File: config.mk
export PLATFORM = sky130hd
export DESIGN_NAME = gfc_top
export DESIGN_NICKNAME = d
export VERILOG_FILES = /design/src/include/gfc_pkg.sv /design/src/logic/gfc_top.sv
export VERILOG_INCLUDE_DIRS = /design/src /design/src/include
export SDC_FILE = /design/constraint.sdc
export NUM_CORES = 1
export LEC_CHECK = 0
export BUFFER_PORTS_ARGS = -buffer_cell sky130_fd_sc_hd__buf_2
export CELL_PAD_IN_SITES_DETAIL_PLACEMENT = 1
export CELL_PAD_IN_SITES_GLOBAL_PLACEMENT = 2
export CORE_UTILIZATION = 40
export CTS_CLUSTER_DIAMETER = 60
export DETAILED_ROUTE_END_ITERATION = 8
export GPL_ROUTABILITY_DRIVEN = 0
export PLACE_DENSITY = 0.79
export SYNTH_ARGS = -nofsm -noshare
export SYNTH_HDL_FRONTEND = slang
export SYNTH_SLANG_ARGS = --single-unit
File: constraint.sdc
create_clock -name clk_i -period 4.9 [get_ports clk_i]
set_input_delay 0.98 -clock clk_i [delete_from_list [all_inputs] [get_ports clk_i]]
set_output_delay 0.98 -clock clk_i [all_outputs]
set_load 0.01 [all_outputs]
File: src/include/gfc_defs.svh
// constants for the four-channel gated frequency counter
// assumes a 40 MHz system clock and a 32-bit register bus
`ifndef GFC_DEFS_SVH
`define GFC_DEFS_SVH

`define GFC_NCH 4
`define GFC_VW 12
`define GFC_VAL_MAX 12'hFFF
`define GFC_SPAN_MIN 12'h004
`define GFC_SPAN_MAX 12'hBB8

`define GFC_GATE_MS 1000
`define GFC_CLK_KHZ 40000
`define GFC_GATE_CYC (`GFC_GATE_MS * `GFC_CLK_KHZ)
`define GFC_GW 26

`define GFC_AW 6
`define GFC_OFF_CTRL 6'h00
`define GFC_OFF_STAT 6'h04
`define GFC_OFF_INTEN 6'h08
`define GFC_OFF_INTCLR 6'h0C
`define GFC_OFF_LIM_SEL 2'h1
`define GFC_OFF_VAL_SEL 2'h2

`define GFC_CTRL_EN_LSB 0
`define GFC_CTRL_YIELD_LSB 4
`define GFC_LIM_UP_LSB 0
`define GFC_LIM_LO_LSB 16
`define GFC_VAL_ABOVE_BIT 16
`define GFC_VAL_BELOW_BIT 17
`define GFC_VAL_ZERO_BIT 18

`define GFC_UPPER_RST 12'hBB8
`define GFC_LOWER_RST 12'h000
`define GFC_CTRL_RST 8'h00
`define GFC_INTEN_RST 4'h0

`endif

File: src/include/gfc_pkg.sv
// types shared by the gated frequency counter
// assumes gfc_defs.svh is on the include path
`include "gfc_defs.svh"

package gfc_pkg;

  typedef enum logic {GFC_IDLE, GFC_GATE} gfc_state_e;

  typedef struct packed {
    logic above;
    logic below;
    logic zero;
  } gfc_flags_s;

  typedef struct packed {
    logic [`GFC_VW-1:0] upper;
    logic [`GFC_VW-1:0] lower;
  } gfc_lim_s;

  typedef struct packed {
    logic [`GFC_VW-1:0] value;
    gfc_flags_s flags;
  } gfc_res_s;

  typedef gfc_res_s [`GFC_NCH-1:0] gfc_res_t;

endpackage

File: src/logic/gfc_top.sv
// four-channel gated frequency counter with avalon-mm register slave
// assumes pulse_i and run_mode_i synchronous to clk_i, bus master honours waitrequest
//
// Added by the designer: register access over Avalon-MM and the address map.
`timescale 1ns/1ps
`include "gfc_defs.svh"

module gfc_top #(
  parameter int GATE_CYCLES = `GFC_GATE_CYC
) (
  input wire logic clk_i,
  input wire logic rst_b_i,
  input wire logic [`GFC_NCH-1:0] pulse_i,
  input wire logic run_mode_i,
  input wire logic [`GFC_AW-1:0] avs_address_i,
  input wire logic avs_read_i,
  input wire logic avs_write_i,
  input wire logic [31:0] avs_writedata_i,
  input wire logic [3:0] avs_byteenable_i,
  output logic [31:0] avs_readdata_o,
  output logic avs_waitrequest_o,
  output gfc_pkg::gfc_res_t res_o,
  output logic irq_o
);
  import gfc_pkg::*;

  localparam logic [`GFC_GW-1:0] GATE_LAST = `GFC_GW'(GATE_CYCLES - 1);
  localparam int NCH = `GFC_NCH;

  //////////////////////////////////////////////////////////////////////
  // helpers

  function automatic gfc_flags_s flags_of(input logic [`GFC_VW-1:0] v,
                                          input gfc_lim_s lim);
    gfc_flags_s f;
    f.above = (v >= lim.upper);
    f.below = (v <= lim.lower);
    f.zero = (v == `GFC_VW'(0));
    return f;
  endfunction

  function automatic logic [31:0] be_merge(input logic [31:0] old,
                                           input logic [31:0] wd,
                                           input logic [3:0] be);
    logic [31:0] r;
    r = old;
    for (int b = 0; b < 4; b++) begin
      if (be[b]) begin
        r[b*8 +: 8] = wd[b*8 +: 8];
      end
    end
    return r;
  endfunction

  function automatic logic [31:0] lim_word(input gfc_lim_s l);
    logic [31:0] w;
    w = 32'h0000_0000;
    w[`GFC_LIM_UP_LSB +: `GFC_VW] = l.upper;
    w[`GFC_LIM_LO_LSB +: `GFC_VW] = l.lower;
    return w;
  endfunction

  //////////////////////////////////////////////////////////////////////
  // state

  logic [NCH-1:0] pin_q;
  gfc_state_e st_q [NCH];
  logic [`GFC_GW-1:0] gate_q [NCH];
  logic [`GFC_VW-1:0] cnt_q [NCH];
  logic [NCH-1:0] en_q;
  logic [NCH-1:0] yield_q;
  logic [NCH-1:0] stat_q;
  logic [NCH-1:0] inten_q;
  gfc_lim_s lim_q [NCH];
  gfc_res_t res_q;
  logic irq_q;
  logic wait_q;
  logic [31:0] rdata_q;

  logic [NCH-1:0] act_d;
  logic [NCH-1:0] rise_d;
  logic [NCH-1:0] done_d;
  logic [NCH-1:0] clr_d;
  logic req_d;
  logic wr_acc_d;
  logic [31:0] rd_d;
  logic [31:0] lim_wd_d;
  gfc_lim_s lim_new_d;

  assign avs_readdata_o = rdata_q;
  assign avs_waitrequest_o = wait_q;
  assign res_o = res_q;
  assign irq_o = irq_q;

  //////////////////////////////////////////////////////////////////////
  // channel qualification and pulse edges

  always_comb begin
    for (int i = 0; i < NCH; i++) begin
      act_d[i] = en_q[i] & run_mode_i & ~yield_q[i];
      rise_d[i] = pulse_i[i] & ~pin_q[i];
      done_d[i] = (st_q[i] == GFC_GATE) && act_d[i] && (gate_q[i] == GATE_LAST);
    end
  end

  always_ff @(posedge clk_i) begin
    if (!rst_b_i) begin
      pin_q <= '0;
    end else begin
      pin_q <= pulse_i;
    end
  end

  //////////////////////////////////////////////////////////////////////
  // gate timer and pulse counting

  always_ff @(posedge clk_i) begin
    if (!rst_b_i) begin
      for (int i = 0; i < NCH; i++) begin
        st_q[i] <= GFC_IDLE;
        gate_q[i] <= '0;
        cnt_q[i] <= '0;
      end
    end else begin
      for (int i = 0; i < NCH; i++) begin
        case (st_q[i])
          GFC_IDLE: begin
            gate_q[i] <= '0;
            cnt_q[i] <= '0;
            if (act_d[i]) begin
              st_q[i] <= GFC_GATE;
            end
          end
          GFC_GATE: begin
            if (!act_d[i]) begin
              st_q[i] <= GFC_IDLE;
              gate_q[i] <= '0;
              cnt_q[i] <= '0;
            end else if (done_d[i]) begin
              gate_q[i] <= '0;
              cnt_q[i] <= rise_d[i] ? `GFC_VW'(1) : `GFC_VW'(0);
            end else begin
              gate_q[i] <= gate_q[i] + `GFC_GW'(1);
              if (rise_d[i] && (cnt_q[i] != `GFC_VAL_MAX)) begin
                cnt_q[i] <= cnt_q[i] + `GFC_VW'(1);
              end
            end
          end
          default: begin
            st_q[i] <= GFC_IDLE;
          end
        endcase
      end
    end
  end

  //////////////////////////////////////////////////////////////////////
  // published value and comparison flags

  always_ff @(posedge clk_i) begin
    if (!rst_b_i) begin
      for (int i = 0; i < NCH; i++) begin
        res_q[i].value <= '0;
        res_q[i].flags <= flags_of(`GFC_VW'(0), '{`GFC_UPPER_RST, `GFC_LOWER_RST});
      end
    end else begin
      for (int i = 0; i < NCH; i++) begin
        if (!act_d[i]) begin
          res_q[i].value <= '0;
          res_q[i].flags <= flags_of(`GFC_VW'(0), lim_q[i]);
        end else if (done_d[i]) begin
          res_q[i].value <= cnt_q[i];
          res_q[i].flags <= flags_of(cnt_q[i], lim_q[i]);
        end
      end
    end
  end

  //////////////////////////////////////////////////////////////////////
  // register bus

  always_comb begin
    req_d = avs_read_i | avs_write_i;
    wr_acc_d = avs_write_i & ~wait_q;
    lim_wd_d = be_merge(lim_word(lim_q[avs_address_i[3:2]]), avs_writedata_i,
                        avs_byteenable_i);
    lim_new_d.upper = lim_wd_d[`GFC_LIM_UP_LSB +: `GFC_VW];
    lim_new_d.lower = lim_wd_d[`GFC_LIM_LO_LSB +: `GFC_VW];
    rd_d = 32'h0000_0000;
    case (avs_address_i[5:4])
      2'h0: begin
        case (avs_address_i)
          `GFC_OFF_CTRL: begin
            rd_d[`GFC_CTRL_EN_LSB +: NCH] = en_q;
            rd_d[`GFC_CTRL_YIELD_LSB +: NCH] = yield_q;
          end
          `GFC_OFF_STAT: rd_d[NCH-1:0] = stat_q;
          `GFC_OFF_INTEN: rd_d[NCH-1:0] = inten_q;
          default: rd_d = 32'h0000_0000;
        endcase
      end
      `GFC_OFF_LIM_SEL: rd_d = lim_word(lim_q[avs_address_i[3:2]]);
      `GFC_OFF_VAL_SEL: begin
        rd_d[`GFC_VW-1:0] = res_q[avs_address_i[3:2]].value;
        rd_d[`GFC_VAL_ABOVE_BIT] = res_q[avs_address_i[3:2]].flags.above;
        rd_d[`GFC_VAL_BELOW_BIT] = res_q[avs_address_i[3:2]].flags.below;
        rd_d[`GFC_VAL_ZERO_BIT] = res_q[avs_address_i[3:2]].flags.zero;
      end
      default: rd_d = 32'h0000_0000;
    endcase
  end

  always_ff @(posedge clk_i) begin
    if (!rst_b_i) begin
      wait_q <= 1'b1;
      rdata_q <= 32'h0000_0000;
    end else begin
      wait_q <= ~(req_d & wait_q);
      if (avs_read_i && wait_q) begin
        rdata_q <= rd_d;
      end
    end
  end

  always_ff @(posedge clk_i) begin
    logic [31:0] cw;
    logic [31:0] iw;
    cw = 32'h0000_0000;
    iw = 32'h0000_0000;
    if (!rst_b_i) begin
      en_q <= NCH'(`GFC_CTRL_RST);
      yield_q <= '0;
      inten_q <= `GFC_INTEN_RST;
      for (int i = 0; i < NCH; i++) begin
        lim_q[i] <= '{`GFC_UPPER_RST, `GFC_LOWER_RST};
      end
    end else if (wr_acc_d) begin
      cw[`GFC_CTRL_EN_LSB +: NCH] = en_q;
      cw[`GFC_CTRL_YIELD_LSB +: NCH] = yield_q;
      cw = be_merge(cw, avs_writedata_i, avs_byteenable_i);
      if (avs_address_i == `GFC_OFF_CTRL) begin
        en_q <= cw[`GFC_CTRL_EN_LSB +: NCH];
        yield_q <= cw[`GFC_CTRL_YIELD_LSB +: NCH];
      end
      if (avs_address_i == `GFC_OFF_INTEN) begin
        iw = be_merge({28'h0, inten_q}, avs_writedata_i, avs_byteenable_i);
        inten_q <= iw[NCH-1:0];
      end
      if (avs_address_i[5:4] == `GFC_OFF_LIM_SEL) begin
        lim_q[avs_address_i[3:2]] <= lim_new_d;
      end
    end
  end

  //////////////////////////////////////////////////////////////////////
  // result events and interrupt

  always_comb begin
    clr_d = '0;
    if (wr_acc_d && (avs_address_i == `GFC_OFF_INTCLR) && avs_byteenable_i[0]) begin
      clr_d = avs_writedata_i[NCH-1:0];
    end
  end

  always_ff @(posedge clk_i) begin
    if (!rst_b_i) begin
      stat_q <= '0;
      irq_q <= 1'b0;
    end else begin
      stat_q <= (stat_q & ~clr_d) | done_d;
      irq_q <= |(stat_q & inten_q);
    end
  end

  //////////////////////////////////////////////////////////////////////
  // gate age kept apart from the gate timer

  logic [`GFC_GW-1:0] age_q [NCH];

  always_ff @(posedge clk_i) begin
    for (int i = 0; i < NCH; i++) begin
      if (!rst_b_i || !act_d[i] || (st_q[i] != GFC_GATE) || done_d[i]) begin
        age_q[i] <= '0;
      end else begin
        age_q[i] <= age_q[i] + `GFC_GW'(1);
      end
    end
  end

  for (genvar g = 0; g < NCH; g++) begin : g_chk

  end
endmodule

# --- Yosys cells after proc, flatten, opt, wreduce, memory -nomap -nowiden ---
# Memory sizes are Yosys's and may differ from the RTL's.
# Index checks and enable logic that the tools add are counted.
op_classes:
  add_sub_neg: 8
  n_lt_le_gt_ge: 17
  n_eq_ne: 17
  mux: 180
  bitwise_logic: 69
  reduce_logical: 29
ops:
  columns: ["operator", "count"]
  rows:
  - ["26-bit two-way mux", 16]
  - ["12-bit two-way mux", 16]
  - ["1-bit two-way mux", 126]
  - ["26-bit by 1-bit adder with 26-bit output (second input constant)", 4]
  - ["26-bit == test (second input constant)", 4]
  - ["12-bit by 1-bit adder with 12-bit output (second input constant)", 4]
  - ["1-bit by 12-bit >= comparator with 1-bit output (first input constant)", 4]
  - ["12-bit >= comparator", 4]
  - ["1-bit by 12-bit less-or-equal comparator with 1-bit output (first input constant)", 4]
  - ["12-bit less-or-equal comparator", 4]
  - ["12-bit zero test", 4]
  - ["12-bit != test (second input constant)", 4]
  - ["1-bit OR", 41]
  - ["12-bit case mux with 3 select lines", 1]
  - ["15-bit binary-select mux with 2-bit select", 1]
  - ["24-bit two-way mux", 1]
  - ["3-bit two-way mux", 8]
  - ["24-bit OR reduction", 1]
  - ["4-bit two-way mux", 4]
  - ["8-bit two-way mux", 2]
  - ["1-bit logical AND", 15]
  - ["15-bit two-way mux", 1]
  - ["1-bit bitwise AND", 14]
  - ["6-bit by 4-bit == test with 1-bit output (second input constant)", 2]
  - ["18 further kinds", 35]
word_totals:
  reg_bits: 110
  ramBits: 252
  in_bits: 51
  output_inout_bits: 94
  word_cells: 348
  n_memories: 4
mem_list:
  columns: ["memory", "depth", "word_bits", "read_ports", "rd_ports_with_merged_regs", "wr", "line_no", "rtl"]
  rows:
  - ["gate_q", 4, 26, 4, 0, 4, "gfc_top.sv:68", "logic [`GFC_GW-1:0] gate_q [NCH];"]
  - ["lim_q", 4, 24, 5, 0, 4, "gfc_top.sv:74", "gfc_lim_s lim_q [NCH];"]
  - ["cnt_q", 4, 12, 4, 0, 4, "gfc_top.sv:69", "logic [`GFC_VW-1:0] cnt_q [NCH];"]
  - ["st_q", 4, 1, 4, 0, 4, "gfc_top.sv:67", "gfc_state_e st_q [NCH];"]

# --- Logic depth before layout (Yosys ltp) ---
depth:
  depth_word: 11
  ltp_mapped: 9
  depth_no_buf: 7

# --- Worst setup path before layout ---
# Ideal clock, no wire load.
synth_path:
  path_kind: "input port to flip-flop"
  start: "input avs_address_i[2]"
  end: "memory lim_q[1][0] (netlist name) (enable)"
  setup_ns: 0.438
  arrival_ns: 3.726
  required_time_ns: 4.462
  slack_ns: 0.736
  stages: 6
  path_buffers: 4
  path_cell_list: "clkbuf_1 > buf_2 > buf_2 > nand2b_1 > clkbuf_1 > o21ai_0"
synth_lines:
  columns: ["element", "line_no", "rtl"]
  rows:
  - ["start, declared", "gfc_top.sv:15", "input wire logic [`GFC_AW-1:0] avs_address_i,"]
  - ["end, declared", "gfc_top.sv:74", null]

==> summary.md <==
| Metric | Value |
|---|---|
| Routed WL | 65.1 mm |
| CTS tree | done |
| Crit share post-route | 0.696 |
| Reg-to-reg endpoint | cnt_q[1][10] |
| Final antenna-violating net count | 0 |
| Fin crit period | 3410 ps |
| Drt via density | 5.47 |
| Resized Gates After CTS | 0 |
| Largest net degree at the start of global routing | 32 |
| Area Growth Syn to Fin | 17.0% |
| FF-to-FF path depth | 6 |
| Reg2Reg Setup Slack | 1490 ps |
| Hold path start | avs_readdata_o[1] |
| Sw Share | 0.230 |
| Vias in the first global route | 15900 |
| Final setup fails | 0 |
| Die H | 225 um |
| Post-synth ARST share | 0 |
| H-tree depth | 2 |
| Per-cell routed wire length | 22.8 um |
| Cell row count | 81 |
| Critical path cell sequence | ha_1, nand4_1, or2_2, or4_1, nand3_4, nand2b_1 |
| Synth Cell Area | 19900 sq um |
| Seq pwr share | 0.451 |
| Fmax | 0.293 GHz |
| Filler instances | 5414 |
| Core ar. | 49000 sq um |
| Startpoint Class | flop |
| Yosys top cell by area | edfxtp_1 |
| Overall routing resource usage | 0.260 |
| Finished Layout Cells | 2851 |
| Required @ worst endpoint | 5120 ps |
| Synth unique cells | 69 |
| TritonRoute pass-1 iters | 5 |
| Critical path class | flop to flop |
| Arrival time worst endpoint | 3630 ps |
| LEAKAGE | 9.24 nW |
| CP max FO | 27 |
| Yosys reg bits | 358 |
| NetSw | 0.00171 W |
| Die Span X | 225 um |
| Post-CTS setup buffers | 0 |
| Antenna violations before repair | 3 |
| Final Cell Area | 23200 sq um |
| Share of the synthesized area in the top cell type | 0.377 |
| Pwr Density | 319 nW/um^2 |
| CTS sink cnt | 358 |
| DRC violations left | 0 |
| Clock Path Buffers | 3 |
| Endpoint, Worst Hold | avs_readdata_o[1] |
| Status | complete, no violations |
| Final slew viol count | 0 |
| Skew-Pair Late Insertion Delay | 600 ps |
| Cell family with most CP delay | simple AND/OR/NAND/NOR gates |
| Hold path cells | 1 |
| Synth Instances | 1915 |
| CP Buf/Inv Count | 0 |
| Number of flops mapped to enable cells by yosys | 249 |
| Hold crit path type | flop to flop |
| Die Area | 50500 sq um |
| Initial DRC count | 1402 |
| I/O pin count | 145 |
| Reg2Reg Launch Point | gate_q[1][0] |
| Syn Area/Cell | 10.4 sq um |
| Root Driver | clkbuf_16 |
| Power Internal | 0.00571 W |
| Worst slew pin tran | 1140 ps |
| Critical Path Max Stage Delay | 780 ps |
| Crit path max-delay cell type | or4_1 |
| Dominant cells by area after synthesis | edfxtp_1 (38%), dfxtp_1 (11%), ha_1 (7.1%) |
| Placed Instances | 2760 |
| Worst Skew | 25.0 ps |
| Clock slew at reported path FFs | 60 ps |
| Hold buffers post-CTS | 0 |
| Yosys warnings | 0 |
| RSZ-0062 raised after global routing | false |
| Global route overflow | 0 |
| Share of the yosys chip area belonging to registers | 0.486 |
| Peak supply drop | 0.225 mV |
| Final Hold Vio Count | 0 |
| Max-cap violations | 0 |
| Total CTS buffers | 48 |
| I/O Buffers | 128 |
| Fin Setup TNS | 0 ps |
| Post-DP HPWL | 49.3 mm |
| Area post-placement | 21500 sq um |
| Logic pwr share | 0.045 |
| Layout cells sized above 1 | 0.141 |
| Multi-input logic area | 9650 sq um |
| Final net count | 2309 |
| Min Hold Slack | 493 ps |
| Commonest register cell after synthesis | edfxtp_1 |
| First-pass GRT wire length | 97.8 mm |
| Vias | 15600 |
| Slew headroom | 0.232 |
| Starting Density | 0.406 |
| CP endpoint kind | flop |
| Clk pwr share | 0.504 |
| Register area | 9660 sq um |
==> worst max-delay path by stage <==
stage	startpoint	to	depth (start not counted)
after floorplan	avs_address_i[2]	lim_q[1][0]	6
after global placement	run_mode_i	cnt_q[0][9]	6
after detailed placement	run_mode_i	cnt_q[0][8]	6
after CTS	gate_q[1][0]	cnt_q[1][6]	6
after global routing	gate_q[1][0]	cnt_q[1][6]	6
final	gate_q[1][0]	cnt_q[1][10]	6
==> power by group through the flow <==
stage	Sequential, W	Combinational (W)	Clock (W)
2_1_floorplan	0.00339	0.000207	0
3_3_place_gp	0.00340	0.000318	0
3_5_place_dp	0.00341	0.000325	0
4_1_cts	0.00334	0.000328	0.00382
5_1_grt	0.00335	0.000357	0.00391
6_report	0.00335	0.000331	0.00374
==> per-stage QoR <==
| step | setup WS, ps | total power, W | util |
|---|---|---|---|
| final | 1490 | 0.00742 | 0.475 |
| after global routing | 1280 | 0.00762 | 0.475 |
| after CTS | 1500 | 0.00749 | 0.475 |
| after detailed placement | 975 | 0.00373 | 0.440 |
| after global placement | 1050 | 0.00372 | 0.440 |
| after floorplan | 736 | 0.00359 | - |
==> worst reg2reg max path: cells and delay by family, from the launching register on <==
family / cells / cell delay (ps)
adders and majority gates: 1 / 300
DFF: 1 / 450
and+or+nand+nor: 5 / 2290
==> synthesized netlist by cell type, types with 11 or more instances <==
cell type  instances
a211oi_1          11
a21oi_1           63
a22oi_1           26
and2_1            12
and3_1            28
and4_1            15
buf_2             17
clkbuf_1          44
dfxtp_1          109
edfxtp_1         249
ha_1             112
inv_1            154
mux2i_1           57
mux4_2            39
nand2_1          166
nand3_1           70
nand4_1           49
nor2_1           273
nor2b_1           41
nor3_1            26
nor4_1            31
o21ai_0           21
or2_2             22
xnor2_1           62
xor2_1            75
==> kinds of logic after synthesis <==
group,count (synthesis),synth area share
AO/OA/AOI/OAI,185,0.0617
buffers and inverters,234,0.0493
adder cells (fa/ha/maj),112,0.0706
XOR/XNOR,137,0.0604
other,2,0.000378
multiplexers,96,0.0730
flip-flops,358,0.486
AND/OR/NAND/NOR,791,0.198
==> cells in the final DEF, fill, tap and decap left out, types with 8 or more instances in the layout <==
cell type and n:
and3_1 28, nand2b_1 10, nor4_1 31, a22oi_1 26
mux4_2 39, or2_2 22, or4_1 8, and4_1 15
clkbuf_16 49, clkbuf_1 8, buf_4 22, ha_1 112
a211oi_1 11, nor3_1 26, nor2b_1 41, xor2_1 75
a21oi_1 63, mux2i_1 57, nand2_1 166, conb_1 112
xnor2_1 62, o211ai_1 9, buf_2 128, a32o_1 8
and2_1 12, nand3_1 70, o21ai_0 17, edfxtp_1 249
clkbuf_8 10, dfxtp_1 109, inv_1 154, nor2_1 273
nand4_1 49
==> layout make-up <==
class	instances	area share
Multi-Input combinational cell	1433	0.415
Clock buffer	67	0.0600
Tap cell	664	0.0358
Antenna cell	1	0.000108
Timing Repair Buffer	151	0.0355
Clock inverter	23	0.0128
Inverter	154	0.0249
Sequential cell	358	0.416
==> per-layer routing <==
layer | up-vias | track usage | wire length [um]
met5 | - | 0 | 23
met4 | 4 | 0.0922 | 2180
met3 | 109 | 0.0371 | 3870
met2 | 466 | 0.421 | 30300
met1 | 7827 | 0.353 | 28700
li1 | 7175 | - | -
==> state kept, by name, summed over array words and instances (netlist names) <==
| signal | cells |
|---|---|
| avs_readdata_o | 24 |
| avs_waitrequest_o | 1 |
| cnt_q | 48 |
| en_q | 4 |
| gate_q | 104 |
| inten_q | 4 |
| irq_o | 1 |
| lim_q | 96 |
| pin_q | 4 |
| res_o | 60 |
| st_q | 4 |
| stat_q | 4 |
| yield_q | 4 |
(Power assumes the default switching activity.)
